## config.mk

```make
export PLATFORM = sky130hd
export DESIGN_NAME = fpep_protect
export DESIGN_NICKNAME = d
export VERILOG_FILES = /design/src/rtl/fpep_pkg.sv /design/src/rtl/fpep_sync.sv /design/src/rtl/fpep_protect.sv
export SDC_FILE = /design/constraint.sdc
export NUM_CORES = 1
export LEC_CHECK = 0
export ABC_AREA = 1
export BUFFER_PORTS_ARGS = -buffer_cell sky130_fd_sc_hd__buf_2
export CAP_MARGIN = 20
export CORE_ASPECT_RATIO = 1.25
export CORE_MARGIN = 3
export CORE_UTILIZATION = 55
export CTS_BUF_LIST = sky130_fd_sc_hd__clkbuf_8
export DETAILED_ROUTE_END_ITERATION = 6
export PLACE_DENSITY = 0.88
export SYNTH_ARGS = -nofsm -noshare
export SYNTH_HDL_FRONTEND = slang
export SYNTH_SLANG_ARGS = --single-unit
```

## constraint.sdc

```tcl
create_clock -name clk_sys -period 4.03 [get_ports clk_sys]
set_clock_uncertainty 0.1 [all_clocks]
set_input_delay 0.6045 -clock clk_sys [delete_from_list [all_inputs] [get_ports clk_sys]]
set_output_delay 0.6045 -clock clk_sys [all_outputs]
set_load 0.02 [all_outputs]
```

## src/rtl/fpep_pkg.sv

```systemverilog
package fpep_pkg;
  // register port geometry
  localparam int ADDR_W = 4;
  localparam int DATA_W = 8;
  localparam int NUM_BLOCKS = 8;
  localparam int FETCH_W = 20;

  // register offsets
  localparam logic [3:0] OFS_FLASH_CTRL = 4'h0;
  localparam logic [3:0] OFS_ERASE_BLK = 4'h1;
  localparam logic [3:0] OFS_FLASH_STAT = 4'h2;
  localparam logic [3:0] OFS_RAM_CTRL = 4'h3;

  // flash_ctrl_reg fields
  localparam int CTRL_WR_EN = 7;
  localparam int CTRL_ERASE_SETUP = 6;
  localparam int CTRL_PROG_SETUP = 5;
  localparam int CTRL_ERASE_VFY = 4;
  localparam int CTRL_PROG_VFY = 3;
  localparam int CTRL_E = 1;
  localparam int CTRL_P = 0;
  localparam logic [7:0] CTRL_WMASK = 8'hfb;
  localparam logic [7:0] CTRL_RST = 8'h00;

  // erase_block_select
  localparam logic [7:0] EBLK_RST = 8'h00;

  // ram_ctrl_reg fields
  localparam int RAMC_SEL = 3;
  localparam int RAMC_AREA_LSB = 1;
  localparam int RAMC_AREA_W = 2;
  localparam logic [7:0] RAMC_WMASK = 8'h0e;
  localparam logic [7:0] RAMC_RST = 8'h00;

  // flash_status_reg fields
  localparam int STAT_ERR = 7;
  localparam int STAT_EVFY = 3;
  localparam int STAT_PVFY = 2;
  localparam int STAT_ERASE = 1;
  localparam int STAT_PROG = 0;

  // boot program area in on-chip ram
  localparam logic [19:0] BOOT_RAM_LO = 20'hfef10;
  localparam logic [19:0] BOOT_RAM_HI = 20'hff2ff;

  // timing
  localparam int SYS_CLK_HZ = 25000000;
  localparam int RESET_MIN_CYC = 20;

  typedef enum logic [2:0] {
    fpep_idle = 3'b000,
    fpep_psetup = 3'b001,
    fpep_prog = 3'b010,
    fpep_pvfy = 3'b011,
    fpep_esetup = 3'b100,
    fpep_erase = 3'b101,
    fpep_evfy = 3'b110
  } fpep_mode_t;
endpackage

```

## src/rtl/fpep_sync.sv

```systemverilog
`timescale 1ns/1ps
module fpep_sync #(
  parameter int W = 1
) (
  // clock and reset
  input wire logic clk_sys,
  input wire logic rst_b,
  // asynchronous levels in, synchronous levels out
  input wire logic [W-1:0] async_in,
  output logic [W-1:0] sync_out
);
  logic [W-1:0] meta_r;

  always_ff @(posedge clk_sys or negedge rst_b) begin
    if (!rst_b) begin
      meta_r <= '0;
      sync_out <= '0;
    end else begin
      meta_r <= async_in;
      sync_out <= meta_r;
    end
  end
endmodule

```

## src/rtl/fpep_protect.sv

```systemverilog
// Chosen here: the placing of the registers and the strobed register port.
`timescale 1ns/1ps
// Overview of operation
// - write-enable pin low clears control and block registers, blocks all modes.
// - any reset or standby clears both registers and blocks all modes.
// - on error, registers kept but program or erase aborts at once.
// - with error set, program/erase bits writable but no mode entry.
// - with error set, verify bits still enter verify modes.
// - error cleared only by pin reset, watchdog reset, hardware standby.
// - software standby in error state clears both registers.
// - write-enable pin low removes the ram overlay.
// - hardware or error protection makes every block unerasable.
// - overlay select blocks program/erase everywhere, verify still allowed.
// - erase only in selected blocks; selection does not affect programming.
// - block select of zero protects every block from erase.
// - error flag set only by its defined detection condition.
// - program or erase bit set blocks the nmi input.
// - boot mode blocks nmi until fetch reaches boot ram area.
// - after that branch nmi accepted except during program/erase.
// - nmi also blocked in error state and held bits during emulation.
// - modes entered through setup, program, erase and verify bits.
// - no program or erase while software write enable is zero.
module fpep_protect (
  // clock and reset
  input wire logic clk_sys,
  input wire logic rst_b,
  // register port
  input wire logic [3:0] reg_addr,
  input wire logic [7:0] reg_wdata,
  input wire logic reg_wr,
  input wire logic reg_rd,
  output logic [7:0] reg_rdata,
  // pins
  input wire logic flash_write_enable_pin,
  input wire logic nmi_pin,
  // system events
  input wire logic watchdog_reset_req,
  input wire logic sw_standby,
  input wire logic hw_standby,
  input wire logic fault_detect,
  input wire logic boot_mode,
  input wire logic [19:0] fetch_addr,
  input wire logic fetch_valid,
  // flash mode outputs
  output logic program_mode,
  output logic erase_mode,
  output logic program_verify_mode,
  output logic erase_verify_mode,
  output logic [7:0] erase_block_ok,
  // overlay and status
  output logic overlay_active,
  output logic [1:0] overlay_area,
  output logic flash_error_flag,
  output logic nmi_req
);
  logic pin_wr_en_s;
  logic nmi_s;
  logic [7:0] flash_ctrl_reg_r;
  logic [7:0] erase_block_select_r;
  logic [7:0] ram_ctrl_reg_r;
  logic err_r;
  logic boot_lock_r;
  logic [7:0] rdata_r;
  logic nmi_req_r;
  logic [7:0] blk_ok_r;
  fpep_pkg::fpep_mode_t mode_r;
  fpep_pkg::fpep_mode_t mode_nxt;

  logic hw_prot;
  logic init_regs;
  logic err_clr;
  logic err_set;
  logic err_prot;
  logic sw_wr_en;
  logic ram_sel;
  logic pe_ok;
  logic vfy_ok;
  logic pe_held;
  logic boot_hit;
  logic nmi_block;
  logic [7:0] blk_ok;
  logic [7:0] stat_val;

  fpep_sync #(.W(2)) u_sync (
    .clk_sys(clk_sys),
    .rst_b(rst_b),
    .async_in({flash_write_enable_pin, nmi_pin}),
    .sync_out({pin_wr_en_s, nmi_s})
  );

  assign sw_wr_en = flash_ctrl_reg_r[fpep_pkg::CTRL_WR_EN];
  assign ram_sel = ram_ctrl_reg_r[fpep_pkg::RAMC_SEL];
  assign pe_held = flash_ctrl_reg_r[fpep_pkg::CTRL_P] | flash_ctrl_reg_r[fpep_pkg::CTRL_E];

  // hardware protection sources
  assign hw_prot = ~pin_wr_en_s | watchdog_reset_req | sw_standby | hw_standby;
  assign init_regs = hw_prot;
  assign err_clr = watchdog_reset_req | hw_standby;
  // error only from fault detection while program/erase bits are held
  assign err_set = fault_detect & pe_held & pin_wr_en_s;
  assign err_prot = err_r | err_set;

  // all protection evaluated together each clock
  assign pe_ok = ~hw_prot & ~err_prot & ~ram_sel & sw_wr_en;
  assign vfy_ok = ~hw_prot & sw_wr_en;

  genvar gi;
  generate
    for (gi = 0; gi < fpep_pkg::NUM_BLOCKS; gi++) begin : g_blk
      // zero select leaves every block protected
      assign blk_ok[gi] = pe_ok & erase_block_select_r[gi];
    end
  endgenerate

  // mode selection from control bits
  always_comb begin
    mode_nxt = fpep_pkg::fpep_idle;
    if (!vfy_ok) begin
      mode_nxt = fpep_pkg::fpep_idle;
    end else if (flash_ctrl_reg_r[fpep_pkg::CTRL_P]
                 && flash_ctrl_reg_r[fpep_pkg::CTRL_PROG_SETUP] && pe_ok) begin
      mode_nxt = fpep_pkg::fpep_prog;
    end else if (flash_ctrl_reg_r[fpep_pkg::CTRL_E]
                 && flash_ctrl_reg_r[fpep_pkg::CTRL_ERASE_SETUP] && (|blk_ok)) begin
      mode_nxt = fpep_pkg::fpep_erase;
    end else if (flash_ctrl_reg_r[fpep_pkg::CTRL_PROG_VFY]) begin
      mode_nxt = fpep_pkg::fpep_pvfy;
    end else if (flash_ctrl_reg_r[fpep_pkg::CTRL_ERASE_VFY]) begin
      mode_nxt = fpep_pkg::fpep_evfy;
    end else if (flash_ctrl_reg_r[fpep_pkg::CTRL_PROG_SETUP]) begin
      mode_nxt = fpep_pkg::fpep_psetup;
    end else if (flash_ctrl_reg_r[fpep_pkg::CTRL_ERASE_SETUP]) begin
      mode_nxt = fpep_pkg::fpep_esetup;
    end
  end

  always_ff @(posedge clk_sys or negedge rst_b) begin
    if (!rst_b) begin
      mode_r <= fpep_pkg::fpep_idle;
    end else begin
      mode_r <= mode_nxt;
    end
  end

  always_ff @(posedge clk_sys or negedge rst_b) begin
    if (!rst_b) begin
      blk_ok_r <= 8'h00;
    end else begin
      blk_ok_r <= blk_ok;
    end
  end

  // flash control register
  always_ff @(posedge clk_sys or negedge rst_b) begin
    if (!rst_b) begin
      flash_ctrl_reg_r <= fpep_pkg::CTRL_RST;
    end else if (init_regs) begin
      flash_ctrl_reg_r <= fpep_pkg::CTRL_RST;
    end else if (reg_wr && reg_addr == fpep_pkg::OFS_FLASH_CTRL) begin
      // writes accepted even in error state
      flash_ctrl_reg_r <= reg_wdata & fpep_pkg::CTRL_WMASK;
    end
  end

  // erase block select register
  always_ff @(posedge clk_sys or negedge rst_b) begin
    if (!rst_b) begin
      erase_block_select_r <= fpep_pkg::EBLK_RST;
    end else if (init_regs) begin
      erase_block_select_r <= fpep_pkg::EBLK_RST;
    end else if (reg_wr && reg_addr == fpep_pkg::OFS_ERASE_BLK) begin
      erase_block_select_r <= reg_wdata;
    end
  end

  // ram control register, overlay dropped while the pin is low
  always_ff @(posedge clk_sys or negedge rst_b) begin
    if (!rst_b) begin
      ram_ctrl_reg_r <= fpep_pkg::RAMC_RST;
    end else if (!pin_wr_en_s) begin
      ram_ctrl_reg_r <= fpep_pkg::RAMC_RST;
    end else if (reg_wr && reg_addr == fpep_pkg::OFS_RAM_CTRL) begin
      ram_ctrl_reg_r <= reg_wdata & fpep_pkg::RAMC_WMASK;
    end
  end

  // sticky error flag, set wins over clear, no register write clears it
  always_ff @(posedge clk_sys or negedge rst_b) begin
    if (!rst_b) begin
      err_r <= 1'b0;
    end else if (err_set) begin
      err_r <= 1'b1;
    end else if (err_clr) begin
      err_r <= 1'b0;
    end
  end

  // boot mode nmi lock, released by fetch from boot ram area
  assign boot_hit = fetch_valid && fetch_addr >= fpep_pkg::BOOT_RAM_LO
                    && fetch_addr <= fpep_pkg::BOOT_RAM_HI;

  always_ff @(posedge clk_sys or negedge rst_b) begin
    if (!rst_b) begin
      boot_lock_r <= 1'b1;
    end else if (watchdog_reset_req) begin
      boot_lock_r <= 1'b1;
    end else if (boot_hit) begin
      boot_lock_r <= 1'b0;
    end
  end

  assign nmi_block = pe_held | err_r | (boot_mode & boot_lock_r);

  always_ff @(posedge clk_sys or negedge rst_b) begin
    if (!rst_b) begin
      nmi_req_r <= 1'b0;
    end else begin
      nmi_req_r <= nmi_s & ~nmi_block;
    end
  end

  // read port
  always_comb begin
    stat_val = 8'h00;
    stat_val[fpep_pkg::STAT_ERR] = err_r;
    stat_val[fpep_pkg::STAT_EVFY] = (mode_r == fpep_pkg::fpep_evfy);
    stat_val[fpep_pkg::STAT_PVFY] = (mode_r == fpep_pkg::fpep_pvfy);
    stat_val[fpep_pkg::STAT_ERASE] = (mode_r == fpep_pkg::fpep_erase);
    stat_val[fpep_pkg::STAT_PROG] = (mode_r == fpep_pkg::fpep_prog);
  end

  always_ff @(posedge clk_sys or negedge rst_b) begin
    if (!rst_b) begin
      rdata_r <= 8'h00;
    end else if (reg_rd) begin
      unique case (reg_addr)
        fpep_pkg::OFS_FLASH_CTRL: begin
          rdata_r <= flash_ctrl_reg_r;
        end
        fpep_pkg::OFS_ERASE_BLK: begin
          rdata_r <= erase_block_select_r;
        end
        fpep_pkg::OFS_FLASH_STAT: begin
          rdata_r <= stat_val;
        end
        fpep_pkg::OFS_RAM_CTRL: begin
          rdata_r <= ram_ctrl_reg_r;
        end
        default: begin
          rdata_r <= 8'h00;
        end
      endcase
    end else begin
      rdata_r <= 8'h00;
    end
  end

  // outputs
  assign reg_rdata = rdata_r;
  assign program_mode = (mode_r == fpep_pkg::fpep_prog);
  assign erase_mode = (mode_r == fpep_pkg::fpep_erase);
  assign program_verify_mode = (mode_r == fpep_pkg::fpep_pvfy);
  assign erase_verify_mode = (mode_r == fpep_pkg::fpep_evfy);
  assign erase_block_ok = blk_ok_r;
  assign overlay_active = ram_ctrl_reg_r[fpep_pkg::RAMC_SEL];
  assign overlay_area = ram_ctrl_reg_r[fpep_pkg::RAMC_AREA_LSB +: fpep_pkg::RAMC_AREA_W];
  assign flash_error_flag = err_r;
  assign nmi_req = nmi_req_r;

  // checks
  a_pin_low_init: assert property (@(posedge clk_sys) disable iff (!rst_b)
    !pin_wr_en_s |=> flash_ctrl_reg_r == 8'h00 && erase_block_select_r == 8'h00 && !program_mode
    && !erase_mode && !program_verify_mode && !erase_verify_mode)
    else $error("pin low did not clear registers");

  a_standby_init: assert property (@(posedge clk_sys) disable iff (!rst_b)
    (watchdog_reset_req || sw_standby || hw_standby) |=> flash_ctrl_reg_r == 8'h00
    && erase_block_select_r == 8'h00 && mode_r == fpep_pkg::fpep_idle)
    else $error("reset or standby did not clear registers");

  a_err_abort: assert property (@(posedge clk_sys) disable iff (!rst_b)
    (err_set && !reg_wr && !hw_prot) |=> !program_mode && !erase_mode
    && flash_ctrl_reg_r == $past(flash_ctrl_reg_r))
    else $error("error did not abort or lost register contents");

  a_err_no_pe: assert property (@(posedge clk_sys) disable iff (!rst_b)
    flash_error_flag |-> !program_mode && !erase_mode)
    else $error("program or erase mode in error state");

  a_err_verify: assert property (@(posedge clk_sys) disable iff (!rst_b)
    (err_r && !hw_prot && sw_wr_en && flash_ctrl_reg_r[fpep_pkg::CTRL_PROG_VFY])
    |=> program_verify_mode)
    else $error("verify refused in error state");

  a_err_sticky: assert property (@(posedge clk_sys) disable iff (!rst_b)
    (flash_error_flag && !watchdog_reset_req && !hw_standby) |=> flash_error_flag)
    else $error("error flag cleared without reset");

  a_overlay_drop: assert property (@(posedge clk_sys) disable iff (!rst_b)
    !pin_wr_en_s |=> !overlay_active)
    else $error("overlay kept with pin low");

  a_blk_lock: assert property (@(posedge clk_sys) disable iff (!rst_b)
    (err_r || !pin_wr_en_s) |=> erase_block_ok == 8'h00)
    else $error("block erasable under protection");

  a_overlay_pe: assert property (@(posedge clk_sys) disable iff (!rst_b)
    ram_sel |=> !program_mode && !erase_mode)
    else $error("program or erase with overlay selected");

  a_blk_sel_zero: assert property (@(posedge clk_sys) disable iff (!rst_b)
    erase_block_select_r == 8'h00 |=> !erase_mode && erase_block_ok == 8'h00)
    else $error("erase with no block selected");

  a_nmi_pe_block: assert property (@(posedge clk_sys) disable iff (!rst_b)
    pe_held |=> !nmi_req)
    else $error("nmi passed during program or erase");

  a_nmi_boot: assert property (@(posedge clk_sys) disable iff (!rst_b)
    (boot_mode && boot_lock_r) |=> !nmi_req)
    else $error("nmi passed before boot branch");

  a_wr_en_off: assert property (@(posedge clk_sys) disable iff (!rst_b)
    !sw_wr_en |=> !program_mode && !erase_mode)
    else $error("program or erase with software enable off");

  a_err_set_flag: assert property (@(posedge clk_sys) disable iff (!rst_b)
    err_set |=> flash_error_flag && !program_mode && !erase_mode)
    else $error("fault did not raise error and abort");

  a_blk_sel_only: assert property (@(posedge clk_sys) disable iff (!rst_b)
    erase_block_select_r != 8'h00 |=> (erase_block_ok & ~$past(erase_block_select_r)) == 8'h00)
    else $error("erase allowed in unselected block");

  a_nmi_err_block: assert property (@(posedge clk_sys) disable iff (!rst_b)
    err_r |=> !nmi_req)
    else $error("nmi passed in error state");

  a_nmi_open: assert property (@(posedge clk_sys) disable iff (!rst_b)
    (nmi_s && !pe_held && !err_r && !(boot_mode && boot_lock_r)) |=> nmi_req)
    else $error("nmi dropped outside blocking states");
endmodule

```

# Word level (Yosys, flattened, before mapping)

Cells that the tools add are included.

Input bits: 44
Bits in registers: 50
Logic and storage cells: 84

Mux-type cells: 19
$lt $le $gt $ge: 2
Reduce and logical (&&, ||, !) cells: 15
Equal/unequal tests: 8
Bitwise logic cells: 29

Operator list:

| cell                                                       | count |
|---|---|
| 2-to-1 mux 8 bit                                           | 7 |
| case mux 8 bit (4 select lines)                            | 1 |
| 2-to-1 mux 3 bit                                           | 7 |
| greater-or-equal comparator 20 bit (second input constant) | 1 |
| less-or-equal comparator 20 bit (second input constant)    | 1 |
| AND 1 bit                                                  | 16 |
| logical AND 1 bit                                          | 9 |
| equality test 4 x 2 -> 1 bit (second input constant)       | 2 |
| OR 1 bit                                                   | 8 |
| nonzero test 2 bit                                         | 4 |
| OR reduction 8 bit                                         | 1 |
| equality test 3 x 2 -> 1 bit (second input constant)       | 2 |
| equality test 3 bit (second input constant)                | 2 |
| inverter 1 bit                                             | 5 |
| equality test 4 x 1 -> 1 bit (second input constant)       | 1 |
| logical NOT 4 bit                                          | 1 |
| 2-to-1 mux 1 bit                                           | 4 |
| inequality test 2 bit (second input constant)              | 1 |

# Longest topological paths before layout

Gate-level depths: netlist (run 1).

Depth in word-level cells: 14
Depth in mapped cells: 10

# Cells and area by module

From an unflattened synthesis (run 1), not the netlist that was laid out.

Cells, all modules: 206
Area, all modules: 1889.3 um^2

By module, submodules not included:

| module       | cells an instance | area an instance (um^2) | instances |
|---|---|---|---|
| fpep_protect | 202               | 1789.2                  | 1 |
| fpep_sync    | 4                 | 100.1                   | 1 |

# Worst setup path before layout (run 1)

No wires, ideal clock.

Path type: register to output
From: register mode_r[0]
To: output port program_verify_mode
Stages on the path, launching flop included: 3
Arrival time: 0.933 ns
Slack: 2.393 ns
Path through: dfrtp_1 > inv_1 > nor3_1

Cells in the longest elaborated chain, start to end: 1

RTL lines:

| item                         | RTL line            | source |
|---|---|---|
| from (decl)                  | fpep_protect.sv:66  | `fpep_pkg::fpep_mode_t mode_r;` |
| from (signal assigned)       | fpep_protect.sv:139 | `mode_r <= fpep_pkg::fpep_idle;` |
| from (signal assigned)       | fpep_protect.sv:141 | `mode_r <= mode_nxt;` |
| equality test 3 x 2 -> 1 bit | fpep_protect.sv:262 | `assign program_verify_mode = (mode_r == fpep_pkg::fpep_pvfy);` |
| to (decl)                    | fpep_protect.sv:47  | `output logic program_verify_mode,` |

No other way between the ends.

# Worst setup path in the final report (run 1)

Same ends and word-level chain as after synthesis.

==> results of run 1 <==
==> critical path: cells and delay by family (launching register included) <==
kind | cells | cell delay [ns]
simple gates | 1 | 0.36
flops | 1 | 0.40
buf+inv | 2 | 0.32
==> synth_stat cells <==
master | n | area (µm²)
sky130_fd_sc_hd__o31ai_1 | 1 | 7.51
sky130_fd_sc_hd__nor2_2 | 1 | 6.26
sky130_fd_sc_hd__o21ai_1 | 4 | 20.0
sky130_fd_sc_hd__dfrtp_1 | 43 | 1080
sky130_fd_sc_hd__a22oi_1 | 1 | 7.51
sky130_fd_sc_hd__nand4_1 | 2 | 12.5
sky130_fd_sc_hd__a211oi_1 | 1 | 7.51
sky130_fd_sc_hd__dfstp_2 | 1 | 26.3
sky130_fd_sc_hd__o22ai_1 | 7 | 43.8
sky130_fd_sc_hd__nor2_4 | 2 | 22.5
sky130_fd_sc_hd__nand3_1 | 8 | 40.0
sky130_fd_sc_hd__nand3_2 | 2 | 20.0
sky130_fd_sc_hd__nand2_2 | 1 | 6.26
sky130_fd_sc_hd__nand2_1 | 48 | 180
sky130_fd_sc_hd__o21ai_0 | 15 | 75.1
sky130_fd_sc_hd__nor2_1 | 18 | 67.6
sky130_fd_sc_hd__buf_4 | 1 | 7.51
sky130_fd_sc_hd__o211ai_1 | 2 | 15.0
sky130_fd_sc_hd__inv_1 | 32 | 120
sky130_fd_sc_hd__o21ai_2 | 1 | 8.76
sky130_fd_sc_hd__nor4_1 | 1 | 6.26
sky130_fd_sc_hd__inv_2 | 4 | 15.0
sky130_fd_sc_hd__a221oi_1 | 2 | 17.5
sky130_fd_sc_hd__nor3_1 | 6 | 30.0
sky130_fd_sc_hd__a21oi_1 | 9 | 45.0
==> flip-flops by register name (all words and copies together), names as in the netlist <==
| signal | flops |
|---|---|
| boot_lock_r | 1 |
| u_sync.sync_out | 2 |
| flash_ctrl_reg_r | 7 |
| ram_ctrl_reg_r | 3 |
| erase_block_ok | 8 |
| reg_rdata | 8 |
| erase_block_select_r | 8 |
| flash_error_flag | 1 |
| nmi_req | 1 |
| mode_r | 3 |
| u_sync.meta_r | 2 |
==> power groups by stage <==
stage	registers [W]	clock network, W	logic (W)
final	0.000450	0.000284	0.0000512
after global routing	0.000450	0.000299	0.0000593
after CTS	0.000450	0.000287	0.0000520
after detailed placement	0.000458	0	0.0000518
after global placement	0.000458	0	0.0000503
after floorplan	0.000459	0	0.0000170
==> kinds of logic after synthesis <==
| group | after synthesis | share of synthesized area |
|---|---|---|
| simple gates | 89 | 0.208 |
| buf+inv | 37 | 0.0757 |
| flops | 44 | 0.585 |
| compound gates | 43 | 0.131 |
==> cells in the final DEF (no fill, tap or decap) <==
cell type,count
sky130_fd_sc_hd__o211ai_1,2
sky130_fd_sc_hd__clkinv_2,2
sky130_fd_sc_hd__nor3_1,6
sky130_fd_sc_hd__o21ai_0,15
sky130_fd_sc_hd__nand3_2,2
sky130_fd_sc_hd__nor4_1,1
sky130_fd_sc_hd__clkbuf_8,6
sky130_fd_sc_hd__nor2_1,18
sky130_fd_sc_hd__o22ai_1,7
sky130_fd_sc_hd__a21oi_1,9
sky130_fd_sc_hd__o21ai_1,4
sky130_fd_sc_hd__a221oi_1,2
sky130_fd_sc_hd__nand4_1,2
sky130_fd_sc_hd__a22oi_1,1
sky130_fd_sc_hd__nand2_1,48
sky130_fd_sc_hd__nand2_2,1
sky130_fd_sc_hd__nor2_2,1
sky130_fd_sc_hd__nand3_1,8
sky130_fd_sc_hd__nor2_4,2
sky130_fd_sc_hd__inv_1,32
sky130_fd_sc_hd__dfstp_2,1
sky130_fd_sc_hd__o31ai_1,1
sky130_fd_sc_hd__a211oi_1,1
sky130_fd_sc_hd__dfrtp_1,43
sky130_fd_sc_hd__o21ai_2,1
sky130_fd_sc_hd__buf_2,64
sky130_fd_sc_hd__inv_2,4
==> metrics by stage <==
stage          worst slack [ns]  area, µm²  instances
3_5_place_dp               2.14       2240        313
2_1_floorplan              2.39       1880        213
5_1_grt                    1.97       2340        321
6_report                   1.95       2340        321
4_1_cts                    2.03       2340        321
3_3_place_gp               2.16       2240        313
==> worst max path at each step <==
stage | slack, ns | depth (start not counted) | to
2_1_floorplan | 2.39 | 2 | program_verify_mode
3_3_place_gp | 2.16 | 9 | mode_r[1]
3_5_place_dp | 2.14 | 9 | mode_r[1]
4_1_cts | 2.03 | 3 | program_verify_mode
5_1_grt | 1.97 | 3 | program_verify_mode
6_report | 1.95 | 3 | program_verify_mode
==> cell type report <==
type | instances | share of cell area
Clock inverter | 2 | 0.00428
Tap cell | 37 | 0.0198
Sequential cell | 44 | 0.472
Inverter | 36 | 0.0578
Clock buffer | 6 | 0.0354
Multi-Input combinational cell | 132 | 0.274
Timing Repair Buffer | 64 | 0.137
==> per-layer routing <==
metal,routed length (µm),vias up
met5,0,-
met4,122,0
met3,310,15
met2,2170,78
met1,1560,786
li1,-,830
==> summary by stage, run 1 <==
Status
The flow ran to the end, and the final reports show no timing, DRC or antenna violations.

Synth
Synthesis handed over a netlist of ~210 instances. Summing every instance area after synthesis gives 1880 µm². The post-synthesis sequential area ratio is 0.585. The net count of the mapped netlist is 257. The number of distinct library cell variants in the gate-level netlist after synthesis is 25. Averaged over all synthesized cells, the footprint is 8.85 µm². Synthesis inferred 44 register bits. The number of warning messages in the yosys log is 0.

Floorplanning
The vertical die dimension is 71.4 µm. The number of placement rows is 23. The number of top-level pins is 69. The floorplan step set the die width to about 60 µm. The area of the placeable core is 3250 µm².

The total die area is 4170 µm². The initial utilization of the core area, before any placement, comes to 0.579.

Setup path
The startpoint identified for the worst register-to-register timing path is u_sync.sync_out[1]. Of all nets on the critical path, the largest fanout is 3. Traced cell by cell, the critical path runs through inv_1 > nor3_1 > buf_2.

The sort of element at the start of the critical path is a flop. The slowest cell on the critical path is sky130_fd_sc_hd__dfrtp_1. The endpoint of the most critical register-to-register path is mode_r[1]. The number of cell instances on the worst register-to-register path is 9. The category of the worst setup path capture point is an output port. Data on the critical path arrives at its endpoint at 1.38 ns.

The setup check on the worst reg-to-reg path leaves a slack of about 2.5 ns. By startpoint and endpoint, the worst setup path is classified as flop to output port. The launch point of the worst path is mode_r[0].

For this run, the slowest stage of the critical path takes approximately 0.4 ns. For the worst setup path, the data required time is 3.33 ns.

Routing
In the routed design, unresolved DRC markers number 0. The routed length per instance is about 13 µm. The count of antenna-violating nets left after detailed routing is 0.

The routed layout has between 1,500 and 2,000 vias. The overall routed net length is 4.16 mm. In the routed layout, each cell is associated on average with a via count of around 5.3. The pre-antenna-repair detailed-routing pass consisted of 4 iterations. The detailed router finished its first iteration with between 80 and 90 violations.

Power and ir drop
Across the VDD grid, the largest voltage drop is 0.304 mV. The cell-internal power is 0.000603 W. The analysis attributes to cell leakage a power of 1.24 nW. The combinational share of power is 0.065.

The cell area power density is about 340 nW/µm². For this design the total switching power over the nets is 0.000182 W. The portion of total power attributed to the clock network is 0.362. Power comes to 0.000785 W.

The share of total power dissipated in sequential elements is 0.573. Of the total power, the share spent switching nets is 0.232.

Final layout
The combined flip-flop and latch cell area is around 1100 µm². The multi-input combinational cells in the finished layout cover a total of 639 µm². The count of inserted antenna diode cells is 0. The filler cell count in the final layout is 249.

The growth of design area from synthesis to finish is 24.0%. The ratio of cells with drive above 1 in the final layout is 0.296. The number of nets at the end of the flow is 327. For this run, the share of the core covered by cells in the final layout is 0.718.

Clock tree
The number of H-tree levels is 2. The tree is rooted in a sky130_fd_sc_hd__clkbuf_8. Clock latency on the worst-skew pair, taken at its later pin, is 0.29 ns. Buffers inserted to repair hold after CTS numbered 0. The post-cts gate resize count is 0. Clock-pin slew was measured on the worst setup and hold paths at about 0.080 ns.

Counting every sink on the clock net gives 44. Buffers added to address setup during post-CTS repair amount to 0. In this run, CTS created clock tree buffers numbering 5. The maximum buffer depth of the clock tree is 2. The clock tree from TritonCTS is yes.

Global routing
The residual overflow from global routing is 0. The overall fraction of global-route tracks in use is 0.222. The number of antenna violations at the first check in global routing was 0. The number of global-route vias before repair is about 1,700.

met2 is the most crowded layer. For this run, global-route usage on met1 was measured as 0.260. The met3 routing resource usage after global routing is 0.0486.

The met2 usage is 0.376. The first global-routing pass estimated 7.13 mm of wire. The largest net degree at the start of global routing is 45.

STA
The total count of hold-check failures in the final report is 0. The count of pins over their slew limit came to 0. The post-route clock period utilization is 0.517. Measured against its own limit, the worst slew margin works out to 0.381. Setup repair after global routing left no endpoint under its margin. Setup violations remaining at the end of the flow were counted as 0. For the finished layout, the period the worst path requires is ~2.1 ns. The slew of the pin with the lowest slew margin is 0.929 ns. The total negative slack is 0 ns.

Derived from the worst setup path, the maximum achievable clock frequency is 480 MHz. The tightest hold margin is 0.257 ns.

Placed design
Detailed placement ended at an HPWL of between 3 and 4 mm. The number of input and output port buffers inserted is 64. The weighted congestion reported at the end of routability-driven placement is 0.933.

Flow run
Max-cap violations in this run came to 0.

Min path
The min-delay analysis places its worst path in the category flop to flop. The worst hold path terminates at u_sync.sync_out[0]. The number of cells on the worst hold path is 0. The launch instance of the worst min-delay path is u_sync.meta_r[0].
(Power assumes the default switching activity.)
==> run 2: changes to the inputs <==
--- a/config.mk
+++ b/config.mk
@@ -5,15 +5,15 @@
 export SDC_FILE = /design/constraint.sdc
 export NUM_CORES = 1
 export LEC_CHECK = 0
-export ABC_AREA = 1
+export ABC_AREA = 0
 export BUFFER_PORTS_ARGS = -buffer_cell sky130_fd_sc_hd__buf_2
 export CAP_MARGIN = 20
 export CORE_ASPECT_RATIO = 1.25
 export CORE_MARGIN = 3
-export CORE_UTILIZATION = 55
+export CORE_UTILIZATION = 46
 export CTS_BUF_LIST = sky130_fd_sc_hd__clkbuf_8
 export DETAILED_ROUTE_END_ITERATION = 6
-export PLACE_DENSITY = 0.88
+export PLACE_DENSITY = 0.78
 export SYNTH_ARGS = -nofsm -noshare
 export SYNTH_HDL_FRONTEND = slang
 export SYNTH_SLANG_ARGS = --single-unit
==> constraint.sdc (replaced) <==
create_clock -name clk_sys -period 1.7 [get_ports clk_sys]
set_clock_uncertainty 0.1 [all_clocks]
set_input_delay 0.255 -clock clk_sys [delete_from_list [all_inputs] [get_ports clk_sys]]
set_output_delay 0.255 -clock clk_sys [all_outputs]
set_load 0.02 [all_outputs]
==> summary by stage, run 2 <==
Placed design
The setup slack after placement came to 0.149 ns (-1.99 ns). The detailed-placement wirelength estimate is 3.38 mm (+7.3%). The instance area at placement is 2350 µm² (+4.7%). The number of input and output port buffers inserted is 64 (unchanged). The weighted congestion reported at the end of routability-driven placement is 0.871 (-6.6%). The cell total after placement is 302 (-3.5%).

Routing
The number of remaining DRC errors came to 0 (unchanged). The average vias per placed instance is 5.32 (about the same). The vias after detailed routing came to 1,665 (-2.6%). The overall routed net length is 4.36 mm (+5.0%). The DRC marker count from the first detailed-route iteration is 52 (-41%). The count of antenna-violating nets left after detailed routing is 0 (unchanged). The first-pass iteration count of the detailed router is 4 (unchanged). The routed length per instance is 13.9 µm (+7.7%).

STA
Counting I/O delays and the setup requirement, the final critical path takes ~1.6 ns. The final setup violation count is 0 (unchanged). The setup slack of the critical path after layout came to 0.0980 ns (-1.85 ns). The slew of the pin with the lowest slew margin is 0.485 ns (-0.445 ns). The total count of hold-check failures in the final report is 0 (unchanged). The relative max-transition margin is 0.676 (+0.296).

Timing would allow up to 624 MHz. The total negative slack is 0 ns (unchanged). The post-route clock period utilization is 0.942. Setup repair after global routing left no endpoint under its margin. The count of pins over their slew limit came to 0 (unchanged).

Synth
The cell area after synthesis came to 1930 µm² (+2.2%). The cell accounting for the most synthesized area is sky130_fd_sc_hd__dfrtp_1. The net count of the mapped netlist is 226 (-12%). The post-synthesis sequential area ratio was 0.572 (-0.0125). The most frequently used flop master after synthesis is sky130_fd_sc_hd__dfrtp_1. The number of warning messages in the yosys log is 0 (unchanged). The average size of a mapped cell is 10.6 µm² (+20%). The count of flip-flops with a built-in enable after synthesis is 0 (unchanged).

The number of distinct library cell variants in the gate-level netlist after synthesis is 35 (+40%). The fraction of registers with async set or reset after synthesis is 1.00 (unchanged). The number of instances in the synthesized netlist is 182 (-15%).

The post-synthesis register bit count is 44 (unchanged). Yosys instantiated no cell more often than sky130_fd_sc_hd__dfrtp_1. The share of the synthesized area in the top cell type came to 0.559 (-0.0122). Ranked by instance count, the synthesized netlist is headed by sky130_fd_sc_hd__dfrtp_1 (43), sky130_fd_sc_hd__nand2_1 (29), sky130_fd_sc_hd__a21oi_1 (23), sky130_fd_sc_hd__nand3_1 (18), sky130_fd_sc_hd__nor2_1 (11). After synthesis, the cell types taking the most area are sky130_fd_sc_hd__dfrtp_1 (56%), sky130_fd_sc_hd__a21oi_1 (6.0%), sky130_fd_sc_hd__nand2_1 (5.7%).

Power and ir drop
The combinational share of power is 0.072 (+0.007). The peak ir drop on the vdd network was 0.770 mV (+150%). The leakage power of the design was 1.18 nW (-4.9%). The cell-internal power is 0.00156 W (+160%). The switching power share of the total came to 0.224 (-0.00832).

The fraction of power consumed by sequential logic is 0.527 (-0.046). The switching power is 0.000449 W (+150%). The cell area power density was 804 nW/µm² (+140%).

The portion of total power attributed to the clock network came to 0.401 (+0.039).

Setup path
STA classifies the critical path startpoint as a flop. The critical path is of the flop to output port type. The required time of the critical path is 1.34 ns (-1.99 ns). The largest stage delay on the critical path is 0.40 ns (about the same). The category of the worst setup path capture point is an output port. The slowest cell on the critical path is sky130_fd_sc_hd__dfrtp_1. The critical path goes through nor3b_1 > buf_2. The arrival time at the worst endpoint was 1.25 ns (-0.13 ns). The highest fanout seen on the critical path is 4 (+1).

The cell family contributing the most delay on the critical path is flip-flops. The number of buffers and inverters on the critical path is 1 (-1).

Flow run
The max-capacitance violation count is 0 (unchanged).

Clock tree
The clock transition at the registers of the reported paths is 0.08 ns (about the same). The post-cts gate resize count is 0 (unchanged). The clock tree from TritonCTS is yes.

The maximum buffer depth of the clock tree came to 2 (unchanged). The number of H-tree levels is 2 (unchanged). The clock insertion delay at the later pin of the skew report is 0.30 ns (about the same). The clock buffer count from CTS is 5 (unchanged). The master cell of the clock root buffer is sky130_fd_sc_hd__clkbuf_8. The number of clock sinks is 44 (unchanged). The number of buffers inserted to repair setup after CTS is 0 (unchanged). The total of hold buffers inserted after clock tree synthesis is 3 (+3).

Floorplanning
The width of the die is 63.9 µm (+9.5%). The starting density of the core came to 0.492 (-0.0870). The vertical die dimension is 78.3 µm (+9.7%). The number of top-level pins is 69 (unchanged). The area of the placeable core was 3910 µm² (+20%). The number of placement rows is 25 (+8.7%). The total die area is 5000 µm² (+20%).

Final layout
The final design area excluding fillers came to 2490 µm² (+6.8%). The core occupancy in the finished layout is 0.638 (-0.0803). The filler cell count in the final layout is 327 (+31%). The count of inserted antenna diode cells came to 0 (unchanged). The growth of design area from synthesis to finish is 29.6%. The count of placed standard cells in the final layout, fillers left out is 313 (-2.5%).

Leaving out fill and tap cells, the most frequent cells in the layout are sky130_fd_sc_hd__buf_2 (64), sky130_fd_sc_hd__dfrtp_1 (43), sky130_fd_sc_hd__nand2_1 (29), sky130_fd_sc_hd__a21oi_1 (23), sky130_fd_sc_hd__nand3_1 (18). The number of nets at the end of the flow came to 302 (-7.6%). The most common cell after layout, fill and taps aside is sky130_fd_sc_hd__buf_2. The ratio of cells with drive above 1 in the final layout is 0.340 (+0.0440).

Global routing
The largest net degree at the start of global routing came to 27 (-40%). The overall fraction of global-route tracks in use came to 0.183 (-0.0382). The number of antenna violations at the first check in global routing is 0 (unchanged).

The residual overflow from global routing was 0 (unchanged). The number of global-route vias before repair came to 1,668 (-0.36%). The wire length of the first global-routing pass is 7.31 mm (+2.5%).

Min path
The path category of the worst min-delay check is primary input to flop.

Status
The flow ran to the end, and the final reports show no timing, DRC or antenna violations.
-- run 2: final timing paths --
| kind | start | end | slack [ns] | cells after the start |
|---|---|---|---|---|
| max reg2reg | flash_ctrl_reg_r[0] | mode_r[1] | 0.14 | 4 |
| max in group asynchronous | rst_b | erase_block_ok[3] | 0.68 | 3 |
| max | mode_r[0] | program_mode | 0.1 | 2 |
| min in group asynchronous | rst_b | u_sync.meta_r[0] | 0.33 | 2 |
| min | boot_mode | nmi_req | 0.02 | 2 |
| min reg2reg | u_sync.meta_r[1] | u_sync.sync_out[1] | 0.26 | 0 |
-- run 2: logic make-up after synthesis --
family / Yosys count / share of synthesized area
AOI/OAI and AO/OA: 44 / 0.144
buffers and inverters: 9 / 0.0266
and+or+nand+nor: 85 / 0.257
DFF: 44 / 0.572
-- run 2: power groups by stage --
stage                     clock network [W]  logic [W]  registers [W]
after floorplan                           0  0.0000380        0.00108
after global placement                    0   0.000137        0.00108
final                              0.000805   0.000144        0.00106
after global routing               0.000864   0.000159        0.00106
after detailed placement                  0   0.000140        0.00108
after CTS                          0.000824   0.000145        0.00106
-- run 2: area by class of cell --
| cell class | count | area, µm² | share of cell area |
|---|---|---|---|
| flip-flops and latches | 44 | 1100 | 0.442 |
| multi-input cells | 129 | 772 | 0.309 |
| repair buffers | 76 | 430 | 0.173 |
| clock buffers | 5 | 68.8 | 0.0276 |
| well taps | 54 | 67.6 | 0.0271 |
| clock inverters | 3 | 46.3 | 0.0186 |
| inverters | 2 | 7.51 | 0.00301 |
-- run 2: per-layer routing --
layer	vias up	track usage	wire [µm]
li1	807	-	-
met1	788	0.213	1660
met2	61	0.337	2410
met3	9	0.0343	230
met4	0	0.0540	68
met5	-	0	0
-- run 2: metrics by stage --
step	power [W]	hold WS, ns
global placement	0.00122	0.124
detailed placement	0.00122	0.132
floorplan	0.00112	-0.141
finish	0.00201	0.0166
CTS	0.00203	0.00970
global route	0.00208	0.0268
==> run 3: changes to the inputs <==
--- a/config.mk
+++ b/config.mk
@@ -14,6 +14,7 @@
 export CTS_BUF_LIST = sky130_fd_sc_hd__clkbuf_8
 export DETAILED_ROUTE_END_ITERATION = 6
 export PLACE_DENSITY = 0.78
+export RECOVER_POWER = 100
 export SYNTH_ARGS = -nofsm -noshare
 export SYNTH_HDL_FRONTEND = slang
 export SYNTH_SLANG_ARGS = --single-unit
==> summary by stage, run 3 (synthesis gave the netlist of run 2 again) <==
Routing
The first-pass iteration count of the detailed router is 4 (unchanged). The average vias per placed instance was 5.36 (+0.78%). The number of remaining DRC errors is 0 (unchanged).

The routed length per instance was 14.1 µm (+1.3%). The count of antenna-violating nets left after detailed routing is 0 (unchanged). The vias after detailed routing came to 1,678 (+0.78%). The overall routed net length came to 4.42 mm (+1.3%). The DRC marker count from the first detailed-route iteration was 65 (+25%).

Global routing
The overall fraction of global-route tracks in use is 0.183 (unchanged). The residual overflow from global routing was 0 (unchanged). The number of global-route vias before repair was 1,668 (unchanged). The wire length of the first global-routing pass is 7.31 mm (unchanged).

The number of antenna violations at the first check in global routing came to 0 (unchanged). The largest net degree at the start of global routing is 27 (unchanged).

Clock tree
The number of H-tree levels came to 2 (unchanged). The number of buffers inserted to repair setup after CTS is 0 (unchanged). The number of clock sinks is 44 (unchanged).

The post-cts gate resize count is 0 (unchanged). The maximum buffer depth of the clock tree is 2 (unchanged). In this run the clock root is driven by a sky130_fd_sc_hd__clkbuf_8. The clock transition at the registers of the reported paths is 0.08 ns (about the same). The total of hold buffers inserted after clock tree synthesis is 3 (unchanged).

The clock insertion delay at the later pin of the skew report is 0.30 ns (about the same). The clock buffer count from CTS is 5 (unchanged). The clock tree from TritonCTS is yes.

Floorplanning
The total die area came to 5000 µm² (unchanged). The width of the die is 63.9 µm (unchanged). The area of the placeable core was 3910 µm² (unchanged). The number of placement rows is 25 (unchanged).

The starting density of the core came to 0.492 (unchanged). The number of top-level pins is 69 (unchanged). The vertical die dimension is 78.3 µm (unchanged).

Placed design
The detailed-placement wirelength estimate is 3.38 mm (unchanged). The number of input and output port buffers inserted was 64 (unchanged). The weighted congestion reported at the end of routability-driven placement is 0.871 (unchanged).

STA
The maximum clock frequency was 629 MHz (+0.76%). The total negative slack is 0 ns (unchanged). The final setup violation count came to 0 (unchanged). The relative max-transition margin came to 0.266 (-0.410). The count of pins over their slew limit came to 0 (unchanged). The total count of hold-check failures in the final report is 0 (unchanged). The slew of the pin with the lowest slew margin was 1.10 ns (+0.616 ns). Setup repair after global routing left no endpoint under its margin. The tightest hold margin is 0.0161 ns (-0.000478 ns).

The final critical delay including setup and external delays is 1.59 ns (-0.0121 ns). The post-route clock period utilization is 0.935 (-0.00709).

Setup path
The number of cell instances on the worst register-to-register path is 4 (unchanged). STA classifies the critical path endpoint as an output port. The required time of the critical path came to 1.34 ns (about the same). The arrival time at the worst endpoint is 1.23 ns (-0.02 ns). The highest fanout seen on the critical path is 4 (unchanged). The sort of element at the start of the critical path is a flop.

The worst setup path is of the flop to output port kind.

Final layout
The library cell used most frequently in the layout, excluding fill and tap cells, is sky130_fd_sc_hd__dfrtp_1. From synthesis to final layout, the design area changed by 25.1%. The count of inserted antenna diode cells was 0 (unchanged). In the layout the commonest cells are sky130_fd_sc_hd__dfrtp_1 (43), sky130_fd_sc_hd__buf_2 (38), sky130_fd_sc_hd__nand2_1 (29), sky130_fd_sc_hd__clkbuf_1 (29), sky130_fd_sc_hd__a21oi_1 (23). The ratio of cells with drive above 1 in the final layout is 0.220 (-0.120). The number of nets at the end of the flow was 302 (unchanged). The filler cell count in the final layout is 349 (+6.7%).

The core occupancy in the finished layout was 0.616 (-0.0218).

Status
The run finished with clean final reports.

Power and ir drop
The power consumption was 0.00200 W (-0.19%). The peak ir drop on the vdd network is 0.774 mV (+0.45%). The leakage power of the design is 1.02 nW (-13%). The cell area power density is 831 nW/µm² (+3.3%).

Min path
The number of cells on the worst hold path is 2 (unchanged). The path category of the worst min-delay check is primary input to flop.

Flow run
The max-capacitance violation count was 0 (unchanged).
run 3: report_power, final:
group          internal, W  switching, W
sequential         0.00105    0.00000440
combinational    0.0000581     0.0000775
clock             0.000442      0.000367
run 3: cell type report:
cell class,count,area (µm²),share of cell area
clock inverters,3,46.3,0.0192
repair buffers,76,384,0.159
multi-input cells,129,733,0.304
clock buffers,5,68.8,0.0286
flip-flops and latches,44,1100,0.457
well taps,54,67.6,0.0280
inverters,2,7.51,0.00312
run 3: through the flow:
stage | cells | worst slack, ns | instance area (µm²)
2_1_floorplan | 182 | 0.187 | 1930
6_report | 313 | 0.110 | 2410
5_1_grt | 313 | 0.000694 | 2410
3_5_place_dp | 302 | 0.149 | 2350
3_3_place_gp | 302 | 0.171 | 2350
4_1_cts | 313 | 0.114 | 2490
run 3: worst paths after layout:
check,startpoint,endpoint,slack (ns)
setup / recovery,mode_r[0],program_mode,0.11
hold / removal,boot_mode,nmi_req,0.02
setup reg to reg,flash_ctrl_reg_r[0],mode_r[1],0.12
hold reg to reg,u_sync.meta_r[1],u_sync.sync_out[1],0.26
max in group asynchronous,rst_b,reg_rdata[1],0.23
min in group asynchronous,rst_b,u_sync.meta_r[0],0.57
run 3: critical path: stages (launching register included):
cell	delay, ns
sky130_fd_sc_hd__dfrtp_1	0.40
sky130_fd_sc_hd__nor3b_1	0.31
sky130_fd_sc_hd__buf_2	0.23
run 3: metal layers:
metal | track usage | routed length (µm)
met1 | 0.213 | 1720
met2 | 0.337 | 2410
met3 | 0.0343 | 228
met4 | 0.0540 | 62
met5 | 0 | 0
